### config.mk
export PLATFORM = sky130hd
export DESIGN_NAME = idx_top
export DESIGN_NICKNAME = d
export VERILOG_FILES = /design/src/idx_pkg.sv /design/src/idx_top.sv
export SDC_FILE = /design/constraint.sdc
export NUM_CORES = 2
export LEC_CHECK = 0
export BUFFER_PORTS_ARGS = -buffer_cell sky130_fd_sc_hd__buf_2
export CELL_PAD_IN_SITES_DETAIL_PLACEMENT = 1
export CELL_PAD_IN_SITES_GLOBAL_PLACEMENT = 1
export CORE_MARGIN = 2
export CORE_UTILIZATION = 45
export CTS_CLUSTER_DIAMETER = 100
export DETAILED_ROUTE_END_ITERATION = 8
export PLACE_DENSITY_LB_ADDON = 0.1
export SYNTH_ARGS = -nofsm -noshare
export SYNTH_HDL_FRONTEND = slang
export SYNTH_SLANG_ARGS = --single-unit
### constraint.sdc
create_clock -name aclk -period 3.5 [get_ports aclk]
set_input_delay 0 -clock aclk [delete_from_list [all_inputs] [get_ports aclk]]
set_output_delay 0 -clock aclk [all_outputs]
set_load 0.01 [all_outputs]
### src/idx_pkg.sv
// constants and types for the indirect data addressing block
// assumes a single core clock and an AXI4-Lite master on the register side
package idx_pkg;
	// file address space seen through the bus, one aligned word per file
	localparam int FILE_W = 5;
	localparam int BANK_W = 2;
	localparam int PTR_W_BANKED = 7;
	localparam int PTR_W_FLAT = 5;
	localparam int BYTE_W = 8;
	localparam int ADDR_W = 12;
	localparam int FILE_LSB = 2;
	localparam int RANGE_LSB = 7;
	// file holding no storage: it forwards to the pointed-to location
	localparam logic [FILE_W-1:0] FILE_PORT = 5'h00;
	// file where the pointer register lives
	localparam logic [FILE_W-1:0] FILE_PTR = 5'h04;
	// byte offsets of the two special registers
	localparam logic [ADDR_W-1:0] OFS_PORT = 12'h000;
	localparam logic [ADDR_W-1:0] OFS_PTR = 12'h010;
	// values
	localparam logic [PTR_W_BANKED-1:0] PTR_RST = 7'h00;
	localparam logic [BANK_W-1:0] BANK_UNIMPL = 2'h3;
	localparam logic [BYTE_W-1:0] SELF_READ = 8'h00;
	localparam logic [BYTE_W-1:0] MEM_RST = 8'h00;
	localparam logic [1:0] RESP_OKAY = 2'h0;
	localparam logic [1:0] RESP_SLVERR = 2'h2;

	typedef enum logic [1:0] {
		IDX_KIND_SELF,
		IDX_KIND_PTR,
		IDX_KIND_MEM
	} idx_kind_t;
endpackage

### src/idx_top.sv
// indirect data addressing: pointer register, forwarding port and banked data memory
// assumes an AXI4-Lite master on aclk; bus held idle while ce is low
//
// The address map and the AXI4-Lite register port were left to the implementer.
`timescale 1ns/1ps
module idx_top #(
	parameter bit BANKED = 1'b1
) (
	// clock, reset, enable
	input wire logic aclk,
	input wire logic aresetn,
	input wire logic ce,
	// write address
	input wire logic s_axi_awvalid,
	output logic s_axi_awready,
	input wire logic [idx_pkg::ADDR_W-1:0] s_axi_awaddr,
	input wire logic [2:0] s_axi_awprot,
	// write data
	input wire logic s_axi_wvalid,
	output logic s_axi_wready,
	input wire logic [31:0] s_axi_wdata,
	input wire logic [3:0] s_axi_wstrb,
	// write response
	output logic s_axi_bvalid,
	input wire logic s_axi_bready,
	output logic [1:0] s_axi_bresp,
	// read address
	input wire logic s_axi_arvalid,
	output logic s_axi_arready,
	input wire logic [idx_pkg::ADDR_W-1:0] s_axi_araddr,
	input wire logic [2:0] s_axi_arprot,
	// read data
	output logic s_axi_rvalid,
	input wire logic s_axi_rready,
	output logic [31:0] s_axi_rdata,
	output logic [1:0] s_axi_rresp
);
	localparam int IDXW = BANKED ? idx_pkg::PTR_W_BANKED : idx_pkg::PTR_W_FLAT;
	localparam int DEPTH = 1 << IDXW;

	if (idx_pkg::FILE_W + idx_pkg::FILE_LSB != idx_pkg::RANGE_LSB) begin : g_bad_map
		$error("file field does not fit the address decode");
	end

	// which kind of target a file address reaches after forwarding
	function automatic idx_pkg::idx_kind_t kind_of(input logic [idx_pkg::FILE_W-1:0] f);
		kind_of = idx_pkg::IDX_KIND_MEM;
		if (f == idx_pkg::FILE_PORT) begin
			kind_of = idx_pkg::IDX_KIND_SELF;
		end else if (f == idx_pkg::FILE_PTR) begin
			kind_of = idx_pkg::IDX_KIND_PTR;
		end
	endfunction

	function automatic logic [idx_pkg::FILE_W-1:0] eff_file(
		input logic [idx_pkg::FILE_W-1:0] f,
		input logic [idx_pkg::FILE_W-1:0] p
	);
		eff_file = (f == idx_pkg::FILE_PORT) ? p : f;
	endfunction

	logic awready_r, wready_r, bvalid_r, arready_r, rvalid_r;
	logic [1:0] bresp_r, rresp_r;
	logic [31:0] rdata_r;
	logic aw_have_r, w_have_r, w_en_r;
	logic [idx_pkg::ADDR_W-1:0] aw_addr_r;
	logic [idx_pkg::BYTE_W-1:0] w_data_r;
	logic [idx_pkg::FILE_W-1:0] ptr_lo_r;
	logic [idx_pkg::BANK_W-1:0] bank_w;
	logic [idx_pkg::PTR_W_BANKED-1:0] ptr_view;
	logic [idx_pkg::BYTE_W-1:0] mem_r [DEPTH];
	logic [DEPTH*idx_pkg::BYTE_W-1:0] mem_flat;

	// handshakes
	wire aw_hs = s_axi_awvalid && awready_r && ce;
	wire w_hs = s_axi_wvalid && wready_r && ce;
	wire b_hs = s_axi_bvalid && s_axi_bready && ce;
	wire ar_hs = s_axi_arvalid && arready_r && ce;
	wire r_hs = s_axi_rvalid && s_axi_rready && ce;
	wire wr_go = aw_have_r && w_have_r && !bvalid_r && ce;

	// read decode
	wire rd_in_range = (s_axi_araddr[idx_pkg::ADDR_W-1:idx_pkg::RANGE_LSB] == '0);
	wire [idx_pkg::FILE_W-1:0] rd_file = s_axi_araddr[idx_pkg::RANGE_LSB-1:idx_pkg::FILE_LSB];
	wire [idx_pkg::FILE_W-1:0] rd_eff = eff_file(rd_file, ptr_lo_r);
	wire idx_pkg::idx_kind_t rd_kind = kind_of(rd_eff);
	wire [IDXW-1:0] rd_idx = IDXW'({bank_w, rd_eff});
	// write decode
	wire wr_in_range = (aw_addr_r[idx_pkg::ADDR_W-1:idx_pkg::RANGE_LSB] == '0);
	wire [idx_pkg::FILE_W-1:0] wr_file = aw_addr_r[idx_pkg::RANGE_LSB-1:idx_pkg::FILE_LSB];
	wire [idx_pkg::FILE_W-1:0] wr_eff = eff_file(wr_file, ptr_lo_r);
	wire idx_pkg::idx_kind_t wr_kind = kind_of(wr_eff);
	wire [IDXW-1:0] wr_idx = IDXW'({bank_w, wr_eff});
	// location the pointer names, bank included
	wire [IDXW-1:0] ptr_idx = IDXW'({bank_w, ptr_lo_r});
	wire wr_do = wr_go && wr_in_range && w_en_r;
	wire mem_we = wr_do && (wr_kind == idx_pkg::IDX_KIND_MEM);
	wire ptr_we = wr_do && (wr_kind == idx_pkg::IDX_KIND_PTR);

	wire [idx_pkg::BYTE_W-1:0] rd_byte =
		(rd_kind == idx_pkg::IDX_KIND_SELF) ? idx_pkg::SELF_READ :
		(rd_kind == idx_pkg::IDX_KIND_PTR) ? {1'b0, ptr_view} : mem_r[rd_idx];

	always_ff @(posedge aclk) begin
		if (!aresetn) begin
			ptr_lo_r <= idx_pkg::PTR_RST[idx_pkg::FILE_W-1:0];
		end else if (ptr_we) begin
			ptr_lo_r <= w_data_r[idx_pkg::FILE_W-1:0];
		end
	end

	generate
		if (BANKED) begin : g_bank
			logic [idx_pkg::BANK_W-1:0] bank_r;
			always_ff @(posedge aclk) begin
				if (!aresetn) begin
					bank_r <= idx_pkg::PTR_RST[idx_pkg::PTR_W_BANKED-1:idx_pkg::FILE_W];
				end else if (ptr_we) begin
					bank_r <= w_data_r[idx_pkg::PTR_W_BANKED-1:idx_pkg::FILE_W];
				end
			end
			assign bank_w = bank_r;
			assign ptr_view = {bank_r, ptr_lo_r};
		end else begin : g_flat
			assign bank_w = '0;
			assign ptr_view = {idx_pkg::BANK_UNIMPL, ptr_lo_r};
		end
	endgenerate

	always_ff @(posedge aclk) begin
		if (!aresetn) begin
			for (int i = 0; i < DEPTH; i++) begin
				mem_r[i] <= idx_pkg::MEM_RST;
			end
		end else if (mem_we) begin
			mem_r[wr_idx] <= w_data_r;
		end
	end

	generate
		for (genvar g = 0; g < DEPTH; g++) begin : g_flat_mem
			assign mem_flat[g*idx_pkg::BYTE_W +: idx_pkg::BYTE_W] = mem_r[g];
		end
	endgenerate

	// write channels
	always_ff @(posedge aclk) begin
		if (!aresetn) begin
			awready_r <= 1'b1;
			aw_have_r <= 1'b0;
			aw_addr_r <= '0;
		end else if (aw_hs) begin
			awready_r <= 1'b0;
			aw_have_r <= 1'b1;
			aw_addr_r <= s_axi_awaddr;
		end else if (b_hs) begin
			awready_r <= 1'b1;
			aw_have_r <= 1'b0;
		end
	end

	always_ff @(posedge aclk) begin
		if (!aresetn) begin
			wready_r <= 1'b1;
			w_have_r <= 1'b0;
			w_data_r <= '0;
			w_en_r <= 1'b0;
		end else if (w_hs) begin
			wready_r <= 1'b0;
			w_have_r <= 1'b1;
			w_data_r <= s_axi_wdata[idx_pkg::BYTE_W-1:0];
			w_en_r <= s_axi_wstrb[0];
		end else if (b_hs) begin
			wready_r <= 1'b1;
			w_have_r <= 1'b0;
		end
	end

	always_ff @(posedge aclk) begin
		if (!aresetn) begin
			bvalid_r <= 1'b0;
			bresp_r <= idx_pkg::RESP_OKAY;
		end else if (wr_go) begin
			bvalid_r <= 1'b1;
			bresp_r <= wr_in_range ? idx_pkg::RESP_OKAY : idx_pkg::RESP_SLVERR;
		end else if (b_hs) begin
			bvalid_r <= 1'b0;
		end
	end

	// read channels
	always_ff @(posedge aclk) begin
		if (!aresetn) begin
			arready_r <= 1'b1;
			rvalid_r <= 1'b0;
			rdata_r <= '0;
			rresp_r <= idx_pkg::RESP_OKAY;
		end else if (ar_hs) begin
			arready_r <= 1'b0;
			rvalid_r <= 1'b1;
			rdata_r <= rd_in_range ? {24'h000000, rd_byte} : 32'h00000000;
			rresp_r <= rd_in_range ? idx_pkg::RESP_OKAY : idx_pkg::RESP_SLVERR;
		end else if (r_hs) begin
			arready_r <= 1'b1;
			rvalid_r <= 1'b0;
		end
	end

	assign s_axi_awready = awready_r;
	assign s_axi_wready = wready_r;
	assign s_axi_bvalid = bvalid_r;
	assign s_axi_bresp = bresp_r;
	assign s_axi_arready = arready_r;
	assign s_axi_rvalid = rvalid_r;
	assign s_axi_rdata = rdata_r;
	assign s_axi_rresp = rresp_r;

	chk_fwd_read_mem: assert property (@(posedge aclk) disable iff (!aresetn)
		(ar_hs && rd_in_range && rd_file == idx_pkg::FILE_PORT && rd_kind == idx_pkg::IDX_KIND_MEM)
		|=> (rdata_r == {24'h000000, $past(mem_flat[ptr_idx*idx_pkg::BYTE_W +: idx_pkg::BYTE_W])}))
		else $error("port read did not return pointed location");

	chk_fwd_write_mem: assert property (@(posedge aclk) disable iff (!aresetn)
		(mem_we && wr_file == idx_pkg::FILE_PORT)
		|=> (mem_flat[$past(ptr_idx)*idx_pkg::BYTE_W +: idx_pkg::BYTE_W] == $past(w_data_r)))
		else $error("port write missed pointed location");

	chk_self_read_zero: assert property (@(posedge aclk) disable iff (!aresetn)
		(ar_hs && rd_in_range && rd_file == idx_pkg::FILE_PORT && ptr_lo_r == '0)
		|=> (rvalid_r && rdata_r == 32'h00000000 && rresp_r == idx_pkg::RESP_OKAY))
		else $error("self read not zero");

	chk_self_write_nop: assert property (@(posedge aclk) disable iff (!aresetn)
		(wr_go && wr_file == idx_pkg::FILE_PORT && ptr_lo_r == '0)
		|=> ($stable(mem_flat) && $stable(ptr_view) && bvalid_r))
		else $error("self write changed state");

	// pointer read is seven bits only
	chk_ptr_width: assert property (@(posedge aclk) disable iff (!aresetn)
		(ar_hs && s_axi_araddr == idx_pkg::OFS_PTR)
		|=> (rdata_r[31:idx_pkg::PTR_W_BANKED] == '0 && rdata_r[idx_pkg::FILE_W-1:0] == $past(ptr_lo_r)))
		else $error("pointer read width wrong");

	chk_ptr_low_bits: assert property (@(posedge aclk) disable iff (!aresetn)
		ptr_we |=> (ptr_lo_r == $past(w_data_r[idx_pkg::FILE_W-1:0])))
		else $error("pointer low bits not loaded");

	chk_unimpl_ones: assert property (@(posedge aclk) disable iff (!aresetn)
		(!BANKED && ar_hs && s_axi_araddr == idx_pkg::OFS_PTR)
		|=> (rdata_r[idx_pkg::PTR_W_BANKED-1:idx_pkg::FILE_W] == idx_pkg::BANK_UNIMPL))
		else $error("unimplemented bits not ones");

	// bank bits follow write and steer index
	chk_bank_select: assert property (@(posedge aclk) disable iff (!aresetn)
		(BANKED && ptr_we)
		|=> (ptr_view[idx_pkg::PTR_W_BANKED-1:idx_pkg::FILE_W]
			== $past(w_data_r[idx_pkg::PTR_W_BANKED-1:idx_pkg::FILE_W])) ##1
		((ptr_idx >> idx_pkg::FILE_W)
			== IDXW'($past(w_data_r[idx_pkg::PTR_W_BANKED-1:idx_pkg::FILE_W], 2))))
		else $error("bank bits not applied");

	chk_bresp_timing: assert property (@(posedge aclk) disable iff (!aresetn)
		wr_go |=> (bvalid_r && !awready_r && !wready_r))
		else $error("write response not raised");
endmodule // idx_top

==> out/qor.txt <==
Starting Density -> 45.30%
Ys flop type -> edfxtp_1
Worst setup SP type -> flop
Simple-Gate Fraction of Synth Area -> 17.95%
Final non-filler cell total -> 6183
Post-Synth XOR/XNOR Area -> 0%
Worst Path Max Fanout -> 10
CTS clk-pin slew, worst paths -> 0.06 ns
Critical path type -> flop to flop
DR pass1 iterations -> 6
Mux share of post-synthesis cell area -> 5.118%
Clk_skew -> 0.03670 ns
DIE HEIGHT -> 331.8 um
Vias/cell -> 6.222
Hold depth -> 4
Compound-cell area share of the yosys netlist -> 7.372%
Failing checks -> setup timing
PwrDens -> 516.4 nW/um2
Share of layout cells above drive strength 1 -> 14.68%
Gr usage total -> 36.27%
Relative slew margins -> 21.58%
Via count -> 38470
Outcome -> finished, violations left
Final instance area -> 57170 um2
Number of nets in the layout -> 4749
Async SR Flop Fraction -> 0%
R2r setup slk -> -0.04 ns
Register area share after synthesis -> 65.37%
Core Rows -> 120
Worst vdd ir -> 0.3617 mV
Placed Instances -> 5891
Io pins -> 115
Setup crit start -> ptr_lo_r[3]$_SDFFE_PN0P_
Mapped Area -> 48360 um2
Crit path to -> s_axi_rdata[5]$_SDFFE_PN0P_
Clk_lat worst skew -> 0.74 ns
TNS Setup -> -0.03875 ns
IO buf count -> 51
Root buffer cell -> clkbuf_16
1st-iter DRT viols -> 5097
CP required -> 4.16 ns
Die area -> 110100 um2
Largest family of logic cells by synthesized area -> simple AND/OR/NAND/NOR gates
P_leak -> 21.53 nW
Max H-tree Level -> 3
Hold Crit Class -> primary input to flop
Final period util -> 101.1%
Synthesized area per cell -> 11.11 um2
FF-to-FF Start -> ptr_lo_r[3]$_SDFFE_PN0P_
Antenna Nets Post-Route -> 0
Final worst slack -> -0.03875 ns
# clock sinks -> 1067
Largest net degree at the start of global routing -> 141
Vias in the first global route -> 38160
Setup violations, final -> 1
Hpwl dp -> 134900 um
Crit path DAT -> 4.20 ns
Fin crit period -> 3.539 ns
F_max -> 282.6 MHz
Number of flops mapped to enable cells by yosys -> 1024
Worst r2r dst -> s_axi_rdata[5]$_SDFFE_PN0P_
Crit. End Element -> flop
Register bit total from synthesis -> 1067
WL final -> 202400 um
Core Box Area -> 106800 um2
Max Cap Violations -> 0
CTS tree -> yes
Final Hold Fails -> 0
Setup Fix Bufs, Post-CTS -> 0
DRC errors left -> 0
Unrepaired setup endpoints after global routing -> no
Ys Warns -> 0
Synth Area in Adders -> 0%
Syn Inst Count -> 4353
Initial antenna violation count -> 16
Wire per inst -> 32.73 um
TritonCTS buffer count -> 116
Cell variety after synth -> 59
Die X -> 331.8 um
Pwr Total -> 29.52 mW
Placed Area -> 52560 um2
CTS max path bufs -> 3
Layout area overhead -> 18.23%
Final weighted congestion in routability-driven placement -> 1.000
Slew Limit Fails -> 0
Slew @ Worst Pin -> 1.176 ns
Reg2Reg Depth -> 8
Grt ovf -> 0
First-pass GRT wire length -> 282800 um
## where the power goes
| group | leakage (nW) | internal, mW | switching, mW | total [mW] |
|---|---|---|---|---|
| Combinational | 8.78 | 0.654 | 1.48 | 2.13 |
| Clock | 1.92 | 7.41 | 5.37 | 12.8 |
| Sequential | 10.8 | 14.4 | 0.187 | 14.6 |
| Total | 21.5 | 22.5 | 7.03 | 29.5 |
## state kept, by name, indices dropped and copies added (netlist names), 2 cells and up
signal       flops
s_axi_rdata      8
ptr_lo_r         5
mem_r         1024
bank_w           2
w_data_r         8
aw_addr_r       10
## cell usage in the layout (no fill, tap or decap), types with 7 or more instances in the layout
master,instances
buf_4,380
clkbuf_16,118
o22ai_1,84
o221ai_1,9
clkbuf_1,22
mux4_2,9
nand2b_1,10
nor4_1,28
dfxtp_2,8
or4_1,13
dlygate4sd3_1,69
nand3_1,142
bufinv_16,15
clkinv_2,28
and2_1,8
a22o_1,8
a31oi_1,22
a41oi_1,9
clkinv_1,19
a221oi_1,15
nand2_1,707
a21oi_1,166
nand2_2,7
inv_1,20
nor2b_1,7
and3_1,256
buf_2,50
conb_1,90
buf_12,40
a221o_1,12
a311oi_1,23
mux2i_1,227
edfxtp_1,1024
dfxtp_1,35
o21ai_0,145
a211oi_1,35
nor2_1,804
a21boi_0,7
nor3_1,10
## critical path, cell delays in order (launching register included)
cell and delay, ns:
dfxtp_1 0.74, a31oi_2 0.44, buf_4 0.33, nand2_1 0.47, nor4_1 0.18, nor3_1 0.55, o41ai_1 0.33, buf_4 0.23
a41oi_1 0.18
## cell type report
| type | count | area, um2 |
|---|---|---|
| fill | 11140 | 49580 |
| clock buffer | 146 | 3118 |
| clock inverter | 72 | 789.5 |
| multi-input combinational | 2929 | 15190 |
| inverter | 21 | 78.83 |
| tap | 1403 | 1755 |
| sequential | 1067 | 31620 |
| timing repair buffer | 540 | 4606 |
| antenna | 5 | 12.51 |
## routing by layer
layer  up-vias  wire, um  track usage, %
met5         -        74               0
met4        10     10770           16.91
met3       498     20500           7.175
met2      2173     93260           57.39
met1     19730     77770           48.28
li1      16060         -               -
## metrics by stage
| stage | setup WS (ns) | hold slack [ns] | utilization [%] |
|---|---|---|---|
| 2_1_floorplan | 0.7396 | 0.1360 | - |
| 3_3_place_gp | -0.01539 | 0.2418 | 49.23 |
| 3_5_place_dp | 0.08084 | 0.2417 | 49.24 |
| 4_1_cts | 0.07046 | 0.08977 | 53.55 |
| 5_1_grt | 0.09021 | 0.1537 | 53.55 |
| 6_report | -0.03875 | 0.1967 | 53.56 |
## logic make-up (layout without fill, tap and decap cells)
family                 Yosys count  in the layout
multiplexers                   236            236
other                            1             95
flip-flops                    1067           1067
AO/OA/AOI/OAI                  580            580
AND/OR/NAND/NOR               2023           2023
buffers and inverters          446            779
## what timing repair did
action / CTS / global route
endpoints found under the hold margin: 35 / 0
hold buffers: 69 / 0
resized for setup: 0 / 0
## cell usage after synthesis (6+ instances only)
| cell | count | area share [%] |
|---|---|---|
| edfxtp_1 | 1024 | 64 |
| nor2_1 | 810 | 6.3 |
| nand2_1 | 714 | 5.5 |
| clkbuf_1 | 283 | 2.2 |
| and3_1 | 256 | 3.3 |
| mux2i_1 | 227 | 4.7 |
| a21oi_1 | 168 | 1.7 |
| o21ai_0 | 147 | 1.5 |
| nand3_1 | 144 | 1.5 |
| o22ai_1 | 84 | 1.1 |
| buf_2 | 57 | 0.59 |
| buf_4 | 52 | 0.81 |
| dfxtp_1 | 43 | 1.8 |
| a211oi_1 | 35 | 0.54 |
| nor4_1 | 28 | 0.36 |
| a31oi_1 | 24 | 0.31 |
| a311oi_1 | 23 | 0.42 |
| buf_1 | 22 | 0.17 |
| inv_1 | 21 | 0.16 |
| a221oi_1 | 15 | 0.27 |
| or4_1 | 13 | 0.20 |
| a221o_1 | 12 | 0.25 |
| buf_6 | 11 | 0.26 |
| nand2b_1 | 11 | 0.14 |
| nor3_1 | 11 | 0.11 |
| a41oi_1 | 9 | 0.16 |
| mux4_2 | 9 | 0.42 |
| o221ai_1 | 9 | 0.16 |
| a22o_1 | 8 | 0.14 |
| and2_1 | 8 | 0.10 |
| a21boi_0 | 7 | 0.11 |
| nor2b_1 | 7 | 0.091 |
| a211o_1 | 6 | 0.11 |
| a21o_1 | 6 | 0.093 |
| or3_1 | 6 | 0.078 |
## worst min-delay path by stage
stage	startpoint	to	slack [ns]
5_1_grt	s_axi_arvalid	s_axi_rvalid$_SDFFE_PN0P_	0.15
2_1_floorplan	s_axi_awaddr[10]	aw_addr_r[10]$_SDFFE_PN0P_	0.14
3_3_place_gp	s_axi_wdata[0]	w_data_r[0]$_SDFFE_PN0P_	0.24
6_report	s_axi_arvalid	s_axi_rvalid$_SDFFE_PN0P_	0.20
3_5_place_dp	s_axi_wdata[0]	w_data_r[0]$_SDFFE_PN0P_	0.24
4_1_cts	s_axi_arvalid	s_axi_rvalid$_SDFFE_PN0P_	0.09
No activity file was read; power rests on OpenSTA's default activity.
